==> config.mk <==
export PLATFORM = sky130hd
export DESIGN_NAME = atrs_top
export DESIGN_NICKNAME = d
export VERILOG_FILES = /design/src/hw/atrs_pkg.sv /design/src/hw/atrs_top.sv
export VERILOG_INCLUDE_DIRS = /design/src /design/src/hw
export SDC_FILE = /design/constraint.sdc
export NUM_CORES = 1
export LEC_CHECK = 0
export ABC_AREA = 1
export BUFFER_PORTS_ARGS = -buffer_cell sky130_fd_sc_hd__buf_2
export CAP_MARGIN = 10
export CORE_MARGIN = 3
export CORE_UTILIZATION = 59
export DETAILED_ROUTE_END_ITERATION = 6
export GPL_TIMING_DRIVEN = 0
export PLACE_DENSITY_LB_ADDON = 0.25
export SYNTH_ARGS = -nofsm -noshare
export SYNTH_HDL_FRONTEND = slang
export SYNTH_SLANG_ARGS = --single-unit
==> constraint.sdc <==
create_clock -name pclk -period 2.65 [get_ports pclk]
set_input_delay 0.53 -clock pclk [delete_from_list [all_inputs] [get_ports pclk]]
set_output_delay 0.53 -clock pclk [all_outputs]
set_load 0.005 [all_outputs]
==> src/hw/atrs_defs.svh <==
/*
 Constants for the antenna tuner relay sequencer: register offsets,
 control field positions, reset values and timing counts.
 Assumes a 200 MHz system clock and a 32-bit APB register bus.
*/
`ifndef ATRS_DEFS_SVH
`define ATRS_DEFS_SVH
// Behaviour
// RULE1: Selector ground pulse latches retune until max-reverse
// RULE2: Retune entry clears shunt, sets homing, auto-keying
// RULE3: Auto-keying asserts transmitter keying output
// RULE4: Radio-silence mode: keying from error line only; code keys only on operator key and RF together with the error
// RULE5: RF during homing unbalances phasing discriminator
// RULE6: Any error input asserts combined error line
// RULE7: Max-reverse set by homing+error, held conditionally
// RULE8: Max-reverse releases retune
// RULE9: Keying held by error, bridged across handover
// RULE10: Homing held by closed switch, drives centre
// RULE11: Switch opening ends homing, loading error rules
// RULE12: Switch reclosing after homing brakes loading motor
// RULE13: Max-reverse without select runs inductor to minimum
// RULE14: Inductor minimum selects capacitor, runs to minimum
// RULE15: Both minimum: min-reverse, deselect, inductor six turns
// RULE16: Six-turn point selects capacitor toward maximum
// RULE17: Capacitor maximum deselects, inductor runs to maximum
// RULE18: Inductor or loading maximum switches shunt in
// RULE19: Inductor maximum with error restarts max-reverse
// RULE20: Inductive error clears max, capacitive clears min
// RULE21: No error clears auto-keying and keying output
// RULE22: Thirty second timeout removes motor and keying drive
// RULE23: Released or deselected motor is braked
// RULE24: Error or reverse state sets series motor direction
// RULE25: Synchronised inputs, clocked flags, clearable state
`define ATRS_CLK_MHZ     200
`define ATRS_BRIDGE_NS   1000
`define ATRS_BRIDGE_CYC  ((`ATRS_BRIDGE_NS * `ATRS_CLK_MHZ + 999) / 1000)
`define ATRS_TMO_S       30
`define ATRS_TMO_CYC     (`ATRS_TMO_S * 64'd1000000 * `ATRS_CLK_MHZ)
`define ATRS_OFF_CTRL    12'h000
`define ATRS_OFF_STAT    12'h004
`define ATRS_OFF_INPUT   12'h008
`define ATRS_CTRL_SILENT 0
`define ATRS_CTRL_RETUNE 1
`define ATRS_CTRL_CLEAR  2
`define ATRS_CTRL_RST    1'h0
`define ATRS_SYNC_RST    13'h1000
`endif

==> src/hw/atrs_pkg.sv <==
/*
 Types for the antenna tuner relay sequencer.
 Assumes atrs_defs.svh holds all numeric constants.
*/
package atrs_pkg;
    // Register selected by an APB address
    typedef enum logic [1:0] {
        ATRS_R_CTRL, ATRS_R_STAT, ATRS_R_INPUT, ATRS_R_NONE
    } atrs_reg_t;
    // Command to one series-element motor
    typedef enum logic [1:0] {
        ATRS_M_STOP, ATRS_M_MIN, ATRS_M_MAX
    } atrs_mcmd_t;
endpackage

==> src/hw/atrs_top.sv <==
/*
 Antenna tuner relay sequencer: each relay of the tuning cycle is a
 clocked flag; motors, keying and shunt outputs are registered.
 Assumes switch and error inputs are level signals from the tuner
 and a zero-wait APB master on the same clock.
*/
// Our own choices: the register offsets and register access over APB.
`timescale 1ns/1ps
`include "atrs_defs.svh"
module atrs_top
    import atrs_pkg::*;
#(
    parameter logic [35:0] TMO_CYC    = 36'(`ATRS_TMO_CYC),
    parameter int          BRIDGE_CYC = `ATRS_BRIDGE_CYC
) (
    input  wire logic        pclk,
    input  wire logic        presetn,
    input  wire logic        psel,
    input  wire logic        penable,
    input  wire logic        pwrite,
    input  wire logic [11:0] paddr,
    input  wire logic [31:0] pwdata,
    output logic [31:0]      prdata,
    output logic             pready,
    output logic             pslverr,
    input  wire logic        retune_n,
    input  wire logic        rf_present,
    input  wire logic        tx_key_req,
    input  wire logic        cap_err,
    input  wire logic        ind_err,
    input  wire logic        load_err,
    input  wire logic        ctap_closed,
    input  wire logic        ind_at_min,
    input  wire logic        ind_at_six,
    input  wire logic        ind_at_max,
    input  wire logic        cap_at_min,
    input  wire logic        cap_at_max,
    input  wire logic        load_at_max,
    output logic             tx_key,
    output logic             cap_unbal,
    output logic             err_line,
    output logic             home_drive,
    output logic             load_brake,
    output logic             shunt_on,
    output logic             ind_to_min,
    output logic             ind_to_max,
    output logic             ind_brake,
    output logic             cap_to_min,
    output logic             cap_to_max,
    output logic             cap_brake
);
    // Refuse values the counters cannot hold
    if (TMO_CYC == 36'h0 || BRIDGE_CYC < 1 || BRIDGE_CYC > 255) begin : g_chk
        $error("atrs_top: bad timing parameter");
    end

    logic [12:0] raw, s1_r, s2_r;
    logic rt_n, rf, key, cerr, ierr, lerr, ctap;
    logic imin, isix, imax, cmin, cmax, lmax;
    logic retune_r, homing_r, autokey_r, maxrev_r, minrev_r;
    logic elsel_r, shunt_r, homed_r, tmo_r;
    logic retune_nxt, homing_nxt, autokey_nxt, maxrev_nxt, minrev_nxt;
    logic elsel_nxt, shunt_nxt, tmo_nxt;
    logic err, entry, ak_set, mx_set, mn_set, bridging, clr;
    logic silent_r, sw_rt_r, sw_clr_r;
    logic [7:0]  bridge_r;
    logic [35:0] tcnt_r;
    logic tmin, tmax;
    atrs_mcmd_t icmd, ccmd;
    atrs_reg_t  sel;

    function automatic atrs_reg_t decode(input logic [11:0] a);
        if (a == `ATRS_OFF_CTRL) return ATRS_R_CTRL;
        else if (a == `ATRS_OFF_STAT) return ATRS_R_STAT;
        else if (a == `ATRS_OFF_INPUT) return ATRS_R_INPUT;
        else return ATRS_R_NONE;
    endfunction

    // Direction for one motor; stops at its limit like the limit switches
    function automatic atrs_mcmd_t motor_cmd(input logic act, input logic to_mn,
                                             input logic to_mx, input logic at_mn,
                                             input logic at_mx);
        if (!act || (to_mn && to_mx)) return ATRS_M_STOP;
        else if (to_mn && !at_mn) return ATRS_M_MIN;
        else if (to_mx && !at_mx) return ATRS_M_MAX;
        else return ATRS_M_STOP;
    endfunction

    // Two-stage synchroniser on every tuner input
    assign raw = {retune_n, rf_present, tx_key_req, cap_err, ind_err, load_err,
                  ctap_closed, ind_at_min, ind_at_six, ind_at_max, cap_at_min,
                  cap_at_max, load_at_max};
    always_ff @(posedge pclk or negedge presetn) begin
        if (!presetn) begin
            s1_r <= `ATRS_SYNC_RST;
            s2_r <= `ATRS_SYNC_RST;
        end else begin
            s1_r <= raw; // RULE25
            s2_r <= s1_r;
        end
    end
    assign {rt_n, rf, key, cerr, ierr, lerr, ctap, imin, isix, imax, cmin, cmax,
            lmax} = s2_r;

    // APB slave: zero wait states, unmapped addresses answer with an error
    assign sel     = decode(paddr);
    assign pready  = 1'b1;
    assign pslverr = psel & penable & (sel == ATRS_R_NONE);

    always_ff @(posedge pclk or negedge presetn) begin
        if (!presetn) begin
            silent_r <= `ATRS_CTRL_RST;
            sw_rt_r  <= 1'b0;
            sw_clr_r <= 1'b0;
        end else begin
            sw_rt_r  <= 1'b0;
            sw_clr_r <= 1'b0;
            if (psel && penable && pwrite && sel == ATRS_R_CTRL) begin
                silent_r <= pwdata[`ATRS_CTRL_SILENT];
                sw_rt_r  <= pwdata[`ATRS_CTRL_RETUNE];
                sw_clr_r <= pwdata[`ATRS_CTRL_CLEAR];
            end
        end
    end

    // Read data is captured in the setup cycle so it leaves a flop
    always_ff @(posedge pclk or negedge presetn) begin
        if (!presetn) begin
            prdata <= 32'h0;
        end else if (psel && !penable && !pwrite) begin
            if (sel == ATRS_R_CTRL) prdata <= {31'h0, silent_r};
            else if (sel == ATRS_R_STAT)
                prdata <= {22'h0, bridging, tmo_r, homed_r, shunt_r, elsel_r,
                           minrev_r, maxrev_r, autokey_r, homing_r, retune_r};
            else if (sel == ATRS_R_INPUT) prdata <= {19'h0, s2_r};
            else prdata <= 32'h0;
        end
    end

    // Sequencing conditions
    assign clr   = sw_clr_r; // RULE25
    assign err   = cerr | ierr | lerr; // RULE6
    assign retune_nxt = ~clr & (~rt_n | sw_rt_r | retune_r) & ~maxrev_r; // RULE1 RULE8
    assign entry = retune_nxt & ~retune_r;
    // Radio silence: no keying at retune, only on operator key with RF
    assign ak_set = silent_r ? (key & rf & err) : entry; // RULE4
    assign autokey_nxt = ~clr & ~tmo_r & (ak_set | autokey_r & (err // RULE9 RULE21
                         | (~silent_r & (retune_r | bridging))));
    assign homing_nxt = ~clr & (entry | (homing_r & ctap & ~cerr)); // RULE2 RULE10 RULE11
    assign mx_set = (homing_r & err) | (imax & err & ~elsel_r); // RULE7 RULE19
    assign maxrev_nxt = ~clr & ~tmo_r & err & ~ierr // RULE20
                        & (mx_set | (maxrev_r & ~minrev_r)); // RULE7
    assign mn_set = maxrev_r & elsel_r & imin & cmin; // RULE15
    assign minrev_nxt = ~clr & ~tmo_r & err & ~cerr & ~(imax & ~elsel_r) // RULE20
                        & (mn_set | minrev_r); // RULE15
    assign shunt_nxt = ~clr & ~entry & (imax | lmax | (shunt_r & ~retune_r)); // RULE18 RULE2
    assign tmo_nxt = ~clr & ~entry & (tmo_r
                     | (autokey_r & err & tcnt_r == TMO_CYC - 36'h1)); // RULE22

    // Element select walks the mechanical search cycle
    always_comb begin
        if (clr || mn_set) elsel_nxt = 1'b0; // RULE15
        else if (maxrev_r && !minrev_r && !elsel_r && imin) elsel_nxt = 1'b1; // RULE14
        else if (minrev_r && !elsel_r && isix && !cmax) elsel_nxt = 1'b1; // RULE16
        else if (minrev_r && elsel_r && cmax) elsel_nxt = 1'b0; // RULE17
        else elsel_nxt = elsel_r;
    end

    // Relay flags
    always_ff @(posedge pclk or negedge presetn) begin
        if (!presetn) begin
            retune_r  <= 1'b0;
            homing_r  <= 1'b0;
            autokey_r <= 1'b0;
            maxrev_r  <= 1'b0;
            minrev_r  <= 1'b0;
            elsel_r   <= 1'b0;
            shunt_r   <= 1'b0;
            tmo_r     <= 1'b0;
        end else begin
            retune_r  <= retune_nxt;
            homing_r  <= homing_nxt;
            autokey_r <= autokey_nxt;
            maxrev_r  <= maxrev_nxt;
            minrev_r  <= minrev_nxt;
            elsel_r   <= elsel_nxt;
            shunt_r   <= shunt_nxt;
            tmo_r     <= tmo_nxt;
        end
    end

    // Remembers that homing has finished, arming the loading brake
    always_ff @(posedge pclk or negedge presetn) begin
        if (!presetn) homed_r <= 1'b0;
        else if (clr || entry) homed_r <= 1'b0;
        else if (homing_r && !homing_nxt) homed_r <= 1'b1; // RULE11
    end

    // Handover bridge keeps keying up while retune drops out
    always_ff @(posedge pclk or negedge presetn) begin
        if (!presetn) bridge_r <= 8'h0;
        else if (retune_r && !retune_nxt) bridge_r <= 8'(BRIDGE_CYC); // RULE9
        else if (bridge_r != 8'h0) bridge_r <= bridge_r - 8'h1;
    end
    assign bridging = bridge_r != 8'h0;

    // Tuning timer runs only while keyed with error present
    always_ff @(posedge pclk or negedge presetn) begin
        if (!presetn) tcnt_r <= 36'h0;
        else if (!(autokey_r && err) || tmo_r) tcnt_r <= 36'h0;
        else tcnt_r <= tcnt_r + 36'h1; // RULE22
    end

    // Series motor directions; timeout removes all drive
    assign tmin = ~tmo_r & (ierr | maxrev_r); // RULE24 RULE13
    assign tmax = ~tmo_r & (cerr | minrev_r); // RULE24
    assign icmd = motor_cmd(~elsel_r, tmin, tmax, imin, imax); // RULE13 RULE15
    assign ccmd = motor_cmd(elsel_r, tmin, tmax, cmin, cmax); // RULE14 RULE16

    // Registered outputs; a motor that stops or is deselected stays braked
    always_ff @(posedge pclk or negedge presetn) begin
        if (!presetn) begin
            tx_key     <= 1'b0;
            cap_unbal  <= 1'b0;
            err_line   <= 1'b0;
            home_drive <= 1'b0;
            load_brake <= 1'b0;
            shunt_on   <= 1'b0;
            ind_to_min <= 1'b0;
            ind_to_max <= 1'b0;
            ind_brake  <= 1'b0;
            cap_to_min <= 1'b0;
            cap_to_max <= 1'b0;
            cap_brake  <= 1'b0;
        end else begin
            tx_key     <= autokey_nxt; // RULE3
            cap_unbal  <= homing_nxt & rf; // RULE5
            err_line   <= err; // RULE6
            home_drive <= homing_nxt & ~tmo_r; // RULE10
            load_brake <= homed_r & ~homing_r & ctap & (cerr | maxrev_r); // RULE12
            shunt_on   <= shunt_nxt; // RULE18
            ind_to_min <= icmd == ATRS_M_MIN;
            ind_to_max <= icmd == ATRS_M_MAX;
            cap_to_min <= ccmd == ATRS_M_MIN;
            cap_to_max <= ccmd == ATRS_M_MAX;
            ind_brake  <= icmd == ATRS_M_STOP
                          & (ind_brake | ind_to_min | ind_to_max); // RULE23
            cap_brake  <= ccmd == ATRS_M_STOP
                          & (cap_brake | cap_to_min | cap_to_max); // RULE23
        end
    end
endmodule // atrs_top

## Word level (Yosys, flattened, before mapping)

Index checks and enable logic that the tools add are counted.

| storage, ports and cells | value |
|---|---|
| output and inout bits | 46 |
| bits of input ports | 62 |
| logic and storage cells | 185 |
| flip-flop bits (word level) | 124 |

| cells by class | value |
|---|---|
| bitwise gates (word level) | 77 |
| equal/unequal tests | 10 |
| reduce and logical (&&, ||, !) cells | 45 |
| muxes and demuxes | 24 |
| $add $sub $neg | 2 |

Operator list:

| operator | number |
|---|---|
| $and A1 B1 Y1 | 43 |
| $mux W13 | 3 |
| $add A36 B1 Y36 const B | 1 |
| $eq A36 B33 Y1 const B | 1 |
| $mux W36 | 1 |
| $logic_and A1 B1 Y1 | 21 |
| $or A1 B1 Y1 | 21 |
| $mux W2 | 8 |
| $mux W8 | 2 |
| $not A1 Y1 | 13 |
| $eq A12 B3 Y1 const B | 1 |
| $eq A12 B4 Y1 const B | 1 |
| $logic_not A12 Y1 | 1 |
| $logic_not A1 Y1 | 11 |
| $mux W1 | 10 |
| $eq A2 B2 Y1 const B | 4 |
| $reduce_bool A8 Y1 | 1 |
| $sub A8 B1 Y8 const B | 1 |
| $eq A2 B1 Y1 const B | 3 |
| $logic_not A2 Y1 | 3 |
| $logic_or A1 B1 Y1 | 5 |
| $reduce_bool A2 Y1 | 2 |
| $reduce_bool A4 Y1 | 1 |

## Depth between registers and ports, before layout

| depth | value |
|---|---|
| depth after elaboration | 12 |
| mapped depth | 10 |
| mapped depth without buffers | 10 |

## Worst setup path before layout

Ideal clock, no wire load.

| path | value |
|---|---|
| kind | input-to-output |
| start | input paddr[1] |
| end | output pslverr |
| slack | 0.895 ns |
| path buffers | 0 |
| stages on the path | 6 |
| required time | 2.120 ns |
| data arrival time | 1.225 ns |
| cells stage by stage | nor2_1 nand3_1 nor2_4 nand2_1 nand3_1 nor2_1 |

| on the way | value |
|---|---|
| longest elaborated chain between the ends | 6 |
| elaborated cells on any way between the ends | 8 |
| classes of those cells | eq/ne (3); mux (3); bitwise (1); reduce/logical (1) |

RTL lines:

| item | line | source |
|---|---|---|
| start: declaration | atrs_top.sv:21 | `input wire logic [11:0] paddr,` |
| $eq A12 B4 Y1 (no source line) | n/a |  |
| $mux W1 | atrs_top.sv:75 | `` else if (a == `ATRS_OFF_INPUT) return ATRS_R_INPUT; `` |
| $mux W2 | atrs_top.sv:74 | `` else if (a == `ATRS_OFF_STAT) return ATRS_R_STAT; `` |
| $mux W2 (*) | atrs_top.sv:73 | `` if (a == `ATRS_OFF_CTRL) return ATRS_R_CTRL; `` |
| $eq A2 B2 Y1 (*) | atrs_top.sv:108 | `assign pslverr = psel & penable & (sel == ATRS_R_NONE);` |
| $and A1 B1 Y1 (*) | atrs_top.sv:108 |  |
| end: declaration | atrs_top.sv:25 | `output logic pslverr,` |

Mark *: on every way between the ends. The rest lies on a longest branch, timed or not.

## Worst setup path after layout

Ends and elaborated chain as after synthesis.

==> results.tsv <==
metric	value	unit
Tcrit/Tclk final	82.01	%
Detail Route Antenna Nets	0	
Crit. End Element	output pin	
vias in the first global route	4100	
# port buffers	58	
DR pass1 iterations	4	
syn_area_per_cell	8.059	um2
total wire length	11.42	mm
unrepaired setup endpoints after global routing	no	
ys flop type	dfrtp_1	
post-CTS sizing	0	
pin count of the biggest net entering global routing	78	
post-synthesis register bit count	105	
DR vias/cell	5.190	
peak supply drop	0.0004170	V
core footprint	8382	um2
max cap viols	0	
Distinct cells, synth	32	
worst skew pair latency	0.37	ns
clock tree buffer depth	2	
post-CTS setup buffers	0	
row cnt	33	
diode count	0	
clk root buf	clkbuf_8	
Clock transition at path regs	0.10	ns
worst path arrival time	1.64	ns
Slew HR	62.08	%
chip width	99.64	um
status	complete, no violations	
die area	9928	um2
Mapped Area	5174	um2
GR Overflow Total	0	
WL/cell	13.59	um
Die H	99.64	um
worst path cell trace	buf_2 > nor2_1 > nand3_1 > nor2_4 > nand2_1 > nand3_1 > nor2_1 > buf_2	
GRT Total Usage	23.93	%
Peak Freq	0.4601	GHz
# IOs	108	
Clock Sinks	105	
multi-input logic area	2190	um2
final setup vio count	0	
gpl congestion	0.8987	
Final nets	795	
H-tree depth	3	
Final min period	2.173	ns
final hold vios	0	
Syn-to-layout area delta	14.22	%
number of enable flip-flop cells after synthesis	0	
Ys Warns	0	
initial antenna violation count	0	
Post-CTS Hold Buffers	0	
Worst Path Max Fanout	8	
final-report max-slew violation count	0	
skew final	0.01075	ns
Setup Crit Path Kind	input pin to output pin	
layout cell share with drive strength beyond 1	18.78	%
detailed-route DRC error count	0	
hold_ws	0.08426	ns
sequential share of the synthesized area	50.83	%
Final Util	70.50	%
Slowest cell on crit path	nor2_4	
Async SR Flop Fraction	100.0	%
Crit path required time	2.12	ns
power density cells	637.2	nW/um2
max incr delay on CP	0.22	ns
global-route wire length before repair	19.07	mm
Critical Path Source Type	input pin	
initial core utilization	61.73	%
total CTS buffers	9	
Syn Inst Count	642	
CTS tree	built	
Worst Max-Slew Pin Slew	0.5687	ns
initial DRC count	268	
hold crit path type	input pin to asynchronous set/reset pin	
sequential cell area	2630	um2
DP HPWL	8.648	mm
most frequent cells in the layout	167 x nand2_1, 122 x nor2_1, 103 x dfrtp_1, 59 x inv_1, 58 x buf_2	
DR vias	4360	
leak pwr	2.973	nW
commonest non-fill, non-tap cell in the layout	nand2_1	
fill count	698	
## registers in the layout, indices dropped and copies added (netlist names), 8 cells and up
name	cells
s2_r	13
bridge_r	8
prdata	13
s1_r	13
tcnt_r	36
## synthesized netlist by cell type (3+ instances only)
| master | n | area [um2] |
|---|---|---|
| nor2_1 | 122 | 457.9 |
| nand2_2 | 6 | 37.54 |
| xnor2_1 | 5 | 43.79 |
| nand3_1 | 40 | 200.2 |
| a21oi_1 | 13 | 65.06 |
| dfrtp_1 | 103 | 2577 |
| nor3_1 | 15 | 75.07 |
| nor2_4 | 8 | 90.09 |
| buf_4 | 22 | 165.2 |
| nor4_1 | 3 | 18.77 |
| nand4_1 | 9 | 56.30 |
| xor2_1 | 18 | 157.7 |
| inv_2 | 6 | 22.52 |
| nor2_2 | 13 | 81.33 |
| nand2_1 | 167 | 626.9 |
| inv_1 | 59 | 221.5 |
| ha_1 | 3 | 37.54 |
| o21ai_0 | 11 | 55.05 |
## report_power, final
part	total, W	internal [W]	switching (W)	leakage [nW]
logic	0.000738	0.000277	0.000461	1.52
registers	0.00196	0.00180	0.000165	1.35
clock network	0.00107	0.000466	0.000600	0.110
total	0.00377	0.00254	0.00123	2.97
## per-layer routing
layer  up-vias  routed length (um)  global-route usage [%]
met1      2059                5050                   33.91
met5         -                   0                       0
met3         8                 830                   3.857
li1       2138                   -                       -
met2       155                5449                   39.41
met4         0                  86                   4.937
## through the flow
stage          setup slack, ns  instance area [um2]  setup TNS, ns  instances  power (W)
2_1_floorplan           0.8952                 5241              0        660   0.002458
3_3_place_gp          -0.01524                 5663        -0.7375        823   0.002664
3_5_place_dp            0.4982                 5693              0        824   0.002725
4_1_cts                 0.4964                 5909              0        840   0.003784
5_1_grt                 0.2981                 5909              0        840   0.003978
6_report                0.4767                 5909              0        840   0.003765
## logic make-up after synthesis
kind of cell,synth area share [%]
and+or+nand+nor,33.11
DFF,50.83
buffers and inverters,8.150
AOI/OAI and AO/OA,3.144
xor gates and xnor gates,3.894
adders and majority gates,0.7256
other,0.1452
## cell type report
| type | instances | share of cell area [%] |
|---|---|---|
| Buffer | 24 | 2.943 |
| Timing Repair Buffer | 59 | 5.420 |
| Clock buffer | 9 | 2.096 |
| Clock inverter | 7 | 1.567 |
| Tap cell | 105 | 2.223 |
| Inverter | 66 | 4.192 |
| Multi-Input combinational cell | 465 | 37.05 |
| Sequential cell | 105 | 44.51 |
## critical path: cells and delay by family
family / cells / cell delay (ns)
and+or+nand+nor: 6 / 0.90
buffers and inverters: 2 / 0.21
## worst paths after layout
kind                                to  depth (start not counted)  slack (ns)  startpoint
max in group asynchronous     s1_r[12]                          2        1.87     presetn
hold / removal             bridge_r[4]                          1        0.08     presetn
hold reg to reg                s2_r[4]                          0        0.36     s1_r[4]
setup reg to reg                 tmo_r                          7        0.71   tcnt_r[0]
min in group pclk              s1_r[2]                          1        0.26  cap_at_min
setup / recovery               pslverr                          8        0.48    paddr[1]
Note: power is estimated with default switching activity, not from simulation.
